## config.mk

```make
export PLATFORM = sky130hd
export DESIGN_NAME = saturating_updown_counter
export DESIGN_NICKNAME = d
export VERILOG_FILES = /design/src/hw/counter_pkg.sv /design/src/hw/saturating_updown_counter.sv
export VERILOG_INCLUDE_DIRS = /design/src /design/src/hw
export SDC_FILE = /design/constraint.sdc
export NUM_CORES = 1
export LEC_CHECK = 0
export BUFFER_PORTS_ARGS = -buffer_cell sky130_fd_sc_hd__buf_2
export CAP_MARGIN = 20
export CORE_AREA = 2 2 226 228
export CTS_CLUSTER_SIZE = 12
export DETAILED_ROUTE_END_ITERATION = 6
export DIE_AREA = 0 0 228 230
export GPL_TIMING_DRIVEN = 0
export PLACE_DENSITY = 0.45
export SLEW_MARGIN = 5
export SYNTH_ARGS = -nofsm -noshare
export SYNTH_HDL_FRONTEND = slang
export SYNTH_SLANG_ARGS = --single-unit
```

## constraint.sdc

```tcl
create_clock -name core_clk -period 15.88 [get_ports core_clk]
set_input_delay 2.382 -clock core_clk [delete_from_list [all_inputs] [get_ports core_clk]]
set_output_delay 2.382 -clock core_clk [all_outputs]
set_load 0.02 [all_outputs]
```

## src/hw/counter_cfg.svh

```systemverilog
// Offsets, field positions, reset values and limits of the counter block
`ifndef COUNTER_CFG_SVH
`define COUNTER_CFG_SVH

`define APB_AW 8
`define APB_DW 32

`define OFF_CTRL 8'h00
`define OFF_PRESET_DN 8'h04
`define OFF_PRESET_UD16 8'h08
`define OFF_PRESET_UD32 8'h0C
`define OFF_COUNT_DN 8'h10
`define OFF_COUNT_UD16 8'h14
`define OFF_COUNT_UD32 8'h18
`define OFF_STATUS 8'h1C
`define OFF_STEP 8'h20

`define CTRL_W 8
`define CTRL_RST 8'h00
`define CTRL_SEL_DN 0
`define CTRL_SEL_UD16 1
`define CTRL_SEL_UD32 2
`define CTRL_LOAD_DN 3
`define CTRL_LOAD_UD16 4
`define CTRL_LOAD_UD32 5
`define CTRL_CLR_UD16 6
`define CTRL_CLR_UD32 7

`define EDGE_W 5
`define EDGE_RST 5'h00
`define EDGE_DN_CD 0
`define EDGE_U16_CU 1
`define EDGE_U16_CD 2
`define EDGE_U32_CU 3
`define EDGE_U32_CD 4

`define ST_DN_LOW 0
`define ST_U16_UP 1
`define ST_U16_LOW 2
`define ST_U32_UP 3
`define ST_U32_LOW 4

`define NARROW_W 16
`define WIDE_W 32
`define COUNT_RST 32'h0000_0000
`define PRESET_RST 32'h0000_0000
`define MAX16 32'sh0000_7FFF
`define MIN16 32'shFFFF_8000
`define MAX32 32'sh7FFF_FFFF
`define MIN32 32'sh8000_0000
`define ONE32 32'sh0000_0001

`endif

```

## src/hw/counter_pkg.sv

```systemverilog
// Types shared by the saturating counter block
`include "counter_cfg.svh"

package counter_pkg;

  typedef struct packed {
    logic [`APB_AW-1:0] paddr;
    logic psel;
    logic penable;
    logic pwrite;
    logic [`APB_DW-1:0] pwdata;
  } apb_req_s;

  typedef struct packed {
    logic pready;
    logic pslverr;
    logic [`APB_DW-1:0] prdata;
  } apb_rsp_s;

  typedef struct packed {
    logic count_down_in;
    logic load_in;
  } down_in_s;

  typedef struct packed {
    logic count_up_in;
    logic count_down_in;
    logic load_in;
    logic clear_in;
  } updown_in_s;

  typedef logic signed [`WIDE_W-1:0] wide_t;
  typedef logic signed [`NARROW_W-1:0] narrow_t;

endpackage : counter_pkg

```

## src/hw/saturating_updown_counter.sv

```systemverilog
// Saturating down counter and 16/32-bit up/down counters with APB register access
//
// The APB interface to the registers and the register addresses were chosen for this implementation.
`timescale 1ns/1ps
`default_nettype none
`include "counter_cfg.svh"

module saturating_updown_counter (
  input wire logic core_clk,
  input wire logic rst,
  input wire counter_pkg::apb_req_s apb_req,
  output counter_pkg::apb_rsp_s apb_rsp,
  input wire counter_pkg::down_in_s down_in,
  input wire counter_pkg::narrow_t down_preset_value,
  output counter_pkg::narrow_t down_count_value,
  output logic down_lower_hit,
  input wire counter_pkg::updown_in_s ud16_in,
  input wire counter_pkg::narrow_t ud16_preset_value,
  output counter_pkg::narrow_t ud16_count_value,
  output logic ud16_upper_hit,
  output logic ud16_lower_hit,
  input wire counter_pkg::updown_in_s ud32_in,
  input wire counter_pkg::wide_t ud32_preset_value,
  output counter_pkg::wide_t ud32_count_value,
  output logic ud32_upper_hit,
  output logic ud32_lower_hit
);

  // One counting step in 32-bit arithmetic; narrow counters pass sign-extended values
  function automatic counter_pkg::wide_t step_count(
    input counter_pkg::wide_t cur,
    input counter_pkg::wide_t pv,
    input counter_pkg::wide_t maxv,
    input counter_pkg::wide_t minv,
    input logic up_e,
    input logic dn_e,
    input logic load,
    input logic clr
  );
    counter_pkg::wide_t res;
    res = cur;
    if (clr) begin
      res = counter_pkg::wide_t'(`COUNT_RST);
    end else if (load) begin
      res = pv;
    end else if (up_e && dn_e) begin
      res = cur;
    end else if (up_e && (cur != maxv)) begin
      res = cur + `ONE32;
    end else if (dn_e && (cur != minv)) begin
      res = cur - `ONE32;
    end
    return res;
  endfunction : step_count

  function automatic counter_pkg::wide_t widen(input counter_pkg::narrow_t v);
    return counter_pkg::wide_t'(v);
  endfunction : widen

  function automatic logic is_mapped(input logic [`APB_AW-1:0] a);
    return (a == `OFF_CTRL) || (a == `OFF_PRESET_DN) || (a == `OFF_PRESET_UD16) ||
           (a == `OFF_PRESET_UD32) || (a == `OFF_COUNT_DN) || (a == `OFF_COUNT_UD16) ||
           (a == `OFF_COUNT_UD32) || (a == `OFF_STATUS) || (a == `OFF_STEP);
  endfunction : is_mapped

  logic [`CTRL_W-1:0] ctrl_r;
  counter_pkg::narrow_t preset_dn_r;
  counter_pkg::narrow_t preset_u16_r;
  counter_pkg::wide_t preset_u32_r;
  logic [`EDGE_W-1:0] step_r;
  logic [`EDGE_W-1:0] edge_prev_r;
  logic [`EDGE_W-1:0] level_now;
  logic [`EDGE_W-1:0] rise;
  counter_pkg::narrow_t dn_cnt_r;
  counter_pkg::narrow_t u16_cnt_r;
  counter_pkg::wide_t u32_cnt_r;
  counter_pkg::wide_t dn_cnt_nxt;
  counter_pkg::wide_t u16_cnt_nxt;
  counter_pkg::wide_t u32_cnt_nxt;
  counter_pkg::narrow_t dn_pv;
  counter_pkg::narrow_t u16_pv;
  counter_pkg::wide_t u32_pv;
  logic dn_load;
  logic u16_load;
  logic u32_load;
  logic u16_clr;
  logic u32_clr;
  logic [`EDGE_W-1:0] status;
  logic [`APB_DW-1:0] rd_mux;
  logic [`APB_DW-1:0] prdata_r;
  logic pslverr_r;
  logic setup_ph;
  logic wr_go;

  // Bus side: zero wait states, read data and error captured in the setup cycle
  assign setup_ph = apb_req.psel && !apb_req.penable;
  assign wr_go = apb_req.psel && apb_req.penable && apb_req.pwrite;
  assign apb_rsp.pready = apb_req.psel && apb_req.penable;
  assign apb_rsp.pslverr = pslverr_r;
  assign apb_rsp.prdata = prdata_r;

  // Preset source: register when its select bit is set, else the input port
  assign dn_pv = ctrl_r[`CTRL_SEL_DN] ? preset_dn_r : down_preset_value;
  assign u16_pv = ctrl_r[`CTRL_SEL_UD16] ? preset_u16_r : ud16_preset_value;
  assign u32_pv = ctrl_r[`CTRL_SEL_UD32] ? preset_u32_r : ud32_preset_value;

  // Load and clear are levels; software bits act alongside the ports
  assign dn_load = down_in.load_in || ctrl_r[`CTRL_LOAD_DN];
  assign u16_load = ud16_in.load_in || ctrl_r[`CTRL_LOAD_UD16];
  assign u32_load = ud32_in.load_in || ctrl_r[`CTRL_LOAD_UD32];
  assign u16_clr = ud16_in.clear_in || ctrl_r[`CTRL_CLR_UD16];
  assign u32_clr = ud32_in.clear_in || ctrl_r[`CTRL_CLR_UD32];

  // A software step is a one-cycle high on the count level, so it only counts
  // when the port input was low in the cycle before it
  always_comb begin
    level_now = step_r;
    level_now[`EDGE_DN_CD] = step_r[`EDGE_DN_CD] || down_in.count_down_in;
    level_now[`EDGE_U16_CU] = step_r[`EDGE_U16_CU] || ud16_in.count_up_in;
    level_now[`EDGE_U16_CD] = step_r[`EDGE_U16_CD] || ud16_in.count_down_in;
    level_now[`EDGE_U32_CU] = step_r[`EDGE_U32_CU] || ud32_in.count_up_in;
    level_now[`EDGE_U32_CD] = step_r[`EDGE_U32_CD] || ud32_in.count_down_in;
  end

  assign rise = level_now & ~edge_prev_r;

  always_ff @(posedge core_clk or posedge rst) begin
    if (rst) begin
      edge_prev_r <= `EDGE_RST;
    end else begin
      edge_prev_r <= level_now;
    end
  end

  // Down counter is the up/down step with no up edge and no clear
  assign dn_cnt_nxt = step_count(widen(dn_cnt_r), widen(dn_pv), `MAX16, `MIN16, 1'b0,
                                 rise[`EDGE_DN_CD], dn_load, 1'b0);
  assign u16_cnt_nxt = step_count(widen(u16_cnt_r), widen(u16_pv), `MAX16, `MIN16,
                                  rise[`EDGE_U16_CU], rise[`EDGE_U16_CD], u16_load,
                                  u16_clr);
  assign u32_cnt_nxt = step_count(u32_cnt_r, u32_pv, `MAX32, `MIN32,
                                  rise[`EDGE_U32_CU], rise[`EDGE_U32_CD], u32_load,
                                  u32_clr);

  always_ff @(posedge core_clk or posedge rst) begin
    if (rst) begin
      dn_cnt_r <= counter_pkg::narrow_t'(`COUNT_RST);
    end else begin
      dn_cnt_r <= dn_cnt_nxt[`NARROW_W-1:0];
    end
  end

  always_ff @(posedge core_clk or posedge rst) begin
    if (rst) begin
      u16_cnt_r <= counter_pkg::narrow_t'(`COUNT_RST);
    end else begin
      u16_cnt_r <= u16_cnt_nxt[`NARROW_W-1:0];
    end
  end

  always_ff @(posedge core_clk or posedge rst) begin
    if (rst) begin
      u32_cnt_r <= counter_pkg::wide_t'(`COUNT_RST);
    end else begin
      u32_cnt_r <= u32_cnt_nxt;
    end
  end

  // Flags follow the count and the live preset without a register stage
  assign down_lower_hit = (dn_cnt_r <= counter_pkg::narrow_t'(`COUNT_RST));
  assign ud16_upper_hit = (u16_cnt_r >= u16_pv);
  assign ud16_lower_hit = (u16_cnt_r <= counter_pkg::narrow_t'(`COUNT_RST));
  assign ud32_upper_hit = (u32_cnt_r >= u32_pv);
  assign ud32_lower_hit = (u32_cnt_r <= counter_pkg::wide_t'(`COUNT_RST));

  assign down_count_value = dn_cnt_r;
  assign ud16_count_value = u16_cnt_r;
  assign ud32_count_value = u32_cnt_r;

  always_comb begin
    status = `EDGE_RST;
    status[`ST_DN_LOW] = down_lower_hit;
    status[`ST_U16_UP] = ud16_upper_hit;
    status[`ST_U16_LOW] = ud16_lower_hit;
    status[`ST_U32_UP] = ud32_upper_hit;
    status[`ST_U32_LOW] = ud32_lower_hit;
  end

  // Control and preset registers
  always_ff @(posedge core_clk or posedge rst) begin
    if (rst) begin
      ctrl_r <= `CTRL_RST;
    end else if (wr_go && (apb_req.paddr == `OFF_CTRL)) begin
      ctrl_r <= apb_req.pwdata[`CTRL_W-1:0];
    end
  end

  always_ff @(posedge core_clk or posedge rst) begin
    if (rst) begin
      preset_dn_r <= counter_pkg::narrow_t'(`PRESET_RST);
    end else if (wr_go && (apb_req.paddr == `OFF_PRESET_DN)) begin
      preset_dn_r <= apb_req.pwdata[`NARROW_W-1:0];
    end
  end

  always_ff @(posedge core_clk or posedge rst) begin
    if (rst) begin
      preset_u16_r <= counter_pkg::narrow_t'(`PRESET_RST);
    end else if (wr_go && (apb_req.paddr == `OFF_PRESET_UD16)) begin
      preset_u16_r <= apb_req.pwdata[`NARROW_W-1:0];
    end
  end

  always_ff @(posedge core_clk or posedge rst) begin
    if (rst) begin
      preset_u32_r <= counter_pkg::wide_t'(`PRESET_RST);
    end else if (wr_go && (apb_req.paddr == `OFF_PRESET_UD32)) begin
      preset_u32_r <= apb_req.pwdata;
    end
  end

  // Step bits clear themselves the cycle after the write
  always_ff @(posedge core_clk or posedge rst) begin
    if (rst) begin
      step_r <= `EDGE_RST;
    end else if (wr_go && (apb_req.paddr == `OFF_STEP)) begin
      step_r <= apb_req.pwdata[`EDGE_W-1:0];
    end else begin
      step_r <= `EDGE_RST;
    end
  end

  // Read multiplexer; narrow values read sign-extended, step reads as zero
  always_comb begin
    rd_mux = '0;
    unique case (apb_req.paddr)
      `OFF_CTRL: rd_mux = {{(`APB_DW-`CTRL_W){1'b0}}, ctrl_r};
      `OFF_PRESET_DN: rd_mux = widen(preset_dn_r);
      `OFF_PRESET_UD16: rd_mux = widen(preset_u16_r);
      `OFF_PRESET_UD32: rd_mux = preset_u32_r;
      `OFF_COUNT_DN: rd_mux = widen(dn_cnt_r);
      `OFF_COUNT_UD16: rd_mux = widen(u16_cnt_r);
      `OFF_COUNT_UD32: rd_mux = u32_cnt_r;
      `OFF_STATUS: rd_mux = {{(`APB_DW-`EDGE_W){1'b0}}, status};
      default: rd_mux = '0;
    endcase
  end

  always_ff @(posedge core_clk or posedge rst) begin
    if (rst) begin
      prdata_r <= '0;
    end else if (setup_ph) begin
      prdata_r <= apb_req.pwrite ? '0 : rd_mux;
    end
  end

  always_ff @(posedge core_clk or posedge rst) begin
    if (rst) begin
      pslverr_r <= 1'b0;
    end else if (setup_ph) begin
      pslverr_r <= !is_mapped(apb_req.paddr);
    end
  end

endmodule : saturating_updown_counter
`default_nettype wire

```

## Word level (Yosys, flattened, before mapping)

Cells that the tools add are included.

- $add $sub $neg: 5
- Equal/unequal tests: 15
- Multiplexer cells: 18
- Bitwise logic cells: 2
- Magnitude comparators: 5
- Reductions and logical operators: 41

Operators by type and width:

| kind | count |
|---|---|
| one-hot mux 32 bit (8 select lines) | 1 |
| 2-to-1 mux 32 bit | 7 |
| 2-to-1 mux 16 bit | 9 |
| inequality test 32 bit (second input constant) | 2 |
| inequality test 16 bit (second input constant) | 3 |
| adder 32 x 2 -> 32 bit (second input constant) | 1 |
| equality test 8 x 5 -> 1 bit (second input constant) | 4 |
| greater-or-equal comparator 32 bit | 1 |
| <= comparator 16 x 1 -> 1 bit (second input constant) | 2 |
| <= comparator 32 x 1 -> 1 bit (second input constant) | 1 |
| subtractor 16 x 2 -> 16 bit (second input constant) | 2 |
| subtractor 32 x 2 -> 32 bit (second input constant) | 1 |
| logical OR 1 bit | 18 |
| adder 16 x 2 -> 16 bit (second input constant) | 1 |
| equality test 8 x 4 -> 1 bit (second input constant) | 2 |
| greater-or-equal comparator 16 bit | 1 |
| logical AND 1 bit | 15 |
| equality test 8 x 3 -> 1 bit (second input constant) | 1 |
| equality test 8 x 6 -> 1 bit (second input constant) | 1 |
| zero test 8 bit | 1 |
| nonzero test 4 bit | 2 |
| inequality test 3 bit (second input constant) | 2 |
| bitwise AND 5 bit | 1 |
| 2-to-1 mux 5 bit | 1 |
| 4 further kinds | 6 |

- Bits in registers: 179
- Input bits: 119
- Word-level logic and storage cells: 97
- Output and inout port bits: 103

## Longest topological paths before layout

- Depth in word-level cells: 10
- Depth in mapped cells: 14
- Depth with buffers taken out: 14

## Worst setup path after synthesis

OpenSTA, ideal clock, no wires.

- Path kind: input -> output
- Start: in ud16_preset_value[1]
- End: out ud16_upper_hit
- Data required time: 13.498 ns
- Path slack: 9.401 ns
- Arrival: 4.097 ns
- Buffers on the path: 0
- Stages: 10
- Cells stage by stage: mux2i_1 > ha_1 > nor2b_1 > o21a_1 > o21ai_0 > nand2b_1 > a2111oi_0 > o31ai_1 > mux2i_1 > o41ai_1

- Longest elaborated chain between the ends: 2

RTL lines:

| element | RTL line | source |
|---|---|---|
| start, declared | saturating_updown_counter.sv:18 | `input wire counter_pkg::narrow_t ud16_preset_value,` |
| 2-to-1 mux 16 bit | saturating_updown_counter.sv:104 | `` assign u16_pv = ctrl_r[`CTRL_SEL_UD16] ? preset_u16_r : ud16_preset_value; `` |
| greater-or-equal comparator 16 bit | saturating_updown_counter.sv:171 | `assign ud16_upper_hit = (u16_cnt_r >= u16_pv);` |
| end, declared | saturating_updown_counter.sv:20 | `output logic ud16_upper_hit,` |

No other way between the ends.

## Final worst setup path

- Start: in ud32_preset_value[9]
- End: out ud32_upper_hit

- Longest elaborated chain between the ends: 2

RTL lines:

| element | RTL line | source |
|---|---|---|
| start, declared | saturating_updown_counter.sv:23 | `input wire counter_pkg::wide_t ud32_preset_value,` |
| 2-to-1 mux 32 bit | saturating_updown_counter.sv:105 | `` assign u32_pv = ctrl_r[`CTRL_SEL_UD32] ? preset_u32_r : ud32_preset_value; `` |
| greater-or-equal comparator 32 bit | saturating_updown_counter.sv:173 | `assign ud32_upper_hit = (u32_cnt_r >= u32_pv);` |
| end, declared | saturating_updown_counter.sv:25 | `output logic ud32_upper_hit,` |

No other way between the ends.

==> impl_metrics.ini <==
[timing]
maxSlewHeadroom_pct = 29.8
finalHoldViolations = 0
fin_skew_ns = 0.0125
worst_pin_slew_ns = 1.05
rsz0062_at_grt = no
final-setup-viol-count = 0
period_needed_ns = 7.23
setup_tns_ns = 0
fin_crit_sh_pct = 45.5
finalMaxSlewViolations = 0
clock.fmax_mhz = 138
worst_hold_slack_ns = 0.441

[cells_and_area]
drive_gt1_share_pct = 23.9
final_net_count = 1742
final_common_cell = buf_2
fillCellCount = 5382
area_growth_pct = 20.8
mostFrequentLayoutCells = 231 x buf_2, 179 x dfrtp_1, 102 x nand2_1

[synthesis]
avgSynthCellArea_um2 = 9.66
syn_area_mm2 = 0.0124
ys_types = 75
synthFlopType = dfrtp_1
yosys.area.top_type = dfrtp_1
ys_seq_area_share_pct = 36.1
synthTopCellsByArea = dfrtp_1 36%, ha_1 9.5%, mux2_2 6.8%
synth_cells = 1284
syn-num-nets = 1499
synth-seq-cells = 179
synthDominantCellAreaShare_pct = 36.1
async_flop_share_pct = 100
yosysWarnings = 0
synth-edff-count = 0

[critical_path]
reg2reg_slack_ns = 11.00
r2r_start = ud32_count_value[18]
worstSetupEndpointType = primary output
critical_path.endpoint = ud32_upper_hit
reg2reg_depth = 15
cp.arrival_ns = 4.85
worstSetupPathType = in -> out
crit_fanout = 2
startpoint = ud32_preset_value[9]
crit_required_ns = 13.50
critPathLaunchType = input port
reg2reg_to = ud32_count_value[21]

[pwr]
powerDensity_mw_per_mm2 = 89.9
p_leak_uw = 0.00690
intPower_uw = 846
p_seq_share_pct = 39.5
vdd_drop_max_mv = 0.0721
netSwitchingPower_uw = 500
comb_power_share_pct = 28.3
sw_frac_of_total_pct = 37.2
p_clk_share_pct = 32.2

[cts]
cts_root_buffer = clkbuf_16
clk_pin_slew_ns = 0.08
cts.sinks = 179
postCtsSetupRepairBufs = 0
clock_path_buffers = 2
cts.htree.levels = 4
worstSkewPairLatency_ns = 0.45
cts_made_buffers = 17
ctsHoldBuffers = 0
post_cts_resized = 0
cts_tree = built

[min_path]
holdCritPathClass = reg -> reg

[drt]
drt_iter0_drc = 960
post_drt_wl_per_cell_um = 24.3
antenna_left = 0
vias = 11871
wl_mm = 53.8
viasPerCell = 5.36
route.detailed.drc = 0
drt_pass1_iterations = 6

[floorplanning]
die_x_um = 228
num_rows = 82
initial_core_util_pct = 24.9
coreArea_mm2 = 0.0499
die-area_mm2 = 0.0524
die_h_um = 230
ios = 222

[placement]
place.gp.congestion = 0.875
place.port_buffers = 220
hpwl_mm = 43.1

[grt]
grt_use_total_pct = 20.4
grt_max_degree = 112
grt_pass1_wl_mm = 80.1
gr-total-overflow = 0
antenna_found_initial = 2
grt_pass1_vias = 11923

[outcome]
outcome = finished clean

[flow_run]
maxCapViolations = 0
-- critical path: stages --
cell	delay [ns]
buf_2	0.13
mux2i_1	0.22
ha_1	0.30
a21o_1	0.16
a21o_1	0.17
a21oi_1	0.20
o21a_1	0.15
o221ai_1	0.16
o21ai_0	0.27
nand2_1	0.08
o22ai_1	0.37
inv_1	0.08
buf_2	0.17
-- routing by layer --
| metal | wire length (um) | share of wire (%) | up-vias | global-route usage, % |
|---|---|---|---|---|
| met3 | 3360 | 6.2 | 70 | 3.44 |
| li1 | - | - | 5400 | - |
| met2 | 24500 | 45 | 463 | 32.5 |
| met1 | 24800 | 46 | 5936 | 28.4 |
| met5 | 13 | 0.024 | - | 0 |
| met4 | 1150 | 2.1 | 2 | 5.37 |
-- synthesized netlist by cell type, drive strengths merged (4+ instances only) --
cell	number
a211o	4
a211oi	63
a21boi	6
a21o	36
a21oi	59
a221oi	21
a222oi	21
a22o	8
a22oi	16
a31oi	13
and2	7
and3	14
buf	16
clkbuf	52
dfrtp	179
ha	94
inv	24
mux2	76
mux2i	63
nand2	103
nand2b	12
nand3	26
nand3b	4
nand4	29
nor2	74
nor2b	9
nor3	21
nor4	21
o211ai	13
o21a	17
o21ai	67
o21bai	6
o22ai	4
o311a	4
o31ai	7
or2	12
or3	10
xnor2	25
xor2	23
-- cell type report --
class                   instances  area [um^2]  share of cell area (%)
diodes                          2         5.00                  0.0334
plain buffers                  68          282                    1.88
clock buffers                  18          429                    2.87
clock inverters                14          143                   0.952
inverters                      24         97.6                   0.652
multi-input cells            1013         7550                    50.4
flip-flops and latches        179         4480                    29.9
well taps                     672          841                    5.61
repair buffers                224         1150                    7.70
-- state kept, by name (all words and copies together), names as in the netlist --
name	cells
edge_prev_r	5
preset_dn_r	16
step_r	5
preset_u16_r	16
prdata_r	32
pslverr_r	1
down_count_value	16
preset_u32_r	32
ctrl_r	8
ud32_count_value	32
ud16_count_value	16
-- stage by stage --
step           cell area (um^2)  power (uW)  utilization [%]  setup WS, ns  cells
6_report                  15000        1350             30.0          8.65   2214
3_3_place_gp              14300         917             28.8          5.94   2176
4_1_cts                   15000        1350             30.0          8.55   2212
3_5_place_dp              14400         922             28.9          8.57   2180
2_1_floorplan             12400         772                -          8.64   1284
5_1_grt                   15000        1420             30.0          8.43   2212
-- cell families (layout without fill, tap and decap cells) --
kind of cell	after synthesis	after routing	synth area share, %
flip-flops	179	179	36.1
XOR/XNOR	48	48	3.39
AO/OA/AOI/OAI	379	379	21.4
other	0	2	0
multiplexers	139	139	12.0
adder cells (fa/ha/maj)	96	96	9.81
buffers and inverters	92	348	3.00
AND/OR/NAND/NOR	351	351	14.3
-- worst min path at each step --
stage / cells after the start / end / slack (ns) / from
2_1_floorplan: 2 / edge_prev_r[4] / 0.41 / step_r[4]
3_3_place_gp: 2 / edge_prev_r[4] / 0.43 / step_r[4]
3_5_place_dp: 2 / edge_prev_r[4] / 0.42 / step_r[4]
4_1_cts: 2 / edge_prev_r[4] / 0.44 / step_r[4]
5_1_grt: 2 / edge_prev_r[4] / 0.46 / step_r[4]
6_report: 2 / edge_prev_r[4] / 0.44 / step_r[4]
-- power groups by stage --
| stage | combinational (uW) | sequential, uW | clock [uW] |
|---|---|---|---|
| 2_1_floorplan | 242 | 529 | 0 |
| 4_1_cts | 384 | 531 | 438 |
| 6_report | 382 | 531 | 433 |
| 3_3_place_gp | 376 | 541 | 0 |
| 5_1_grt | 424 | 534 | 458 |
| 3_5_place_dp | 382 | 540 | 0 |
(Power assumes the default switching activity.)
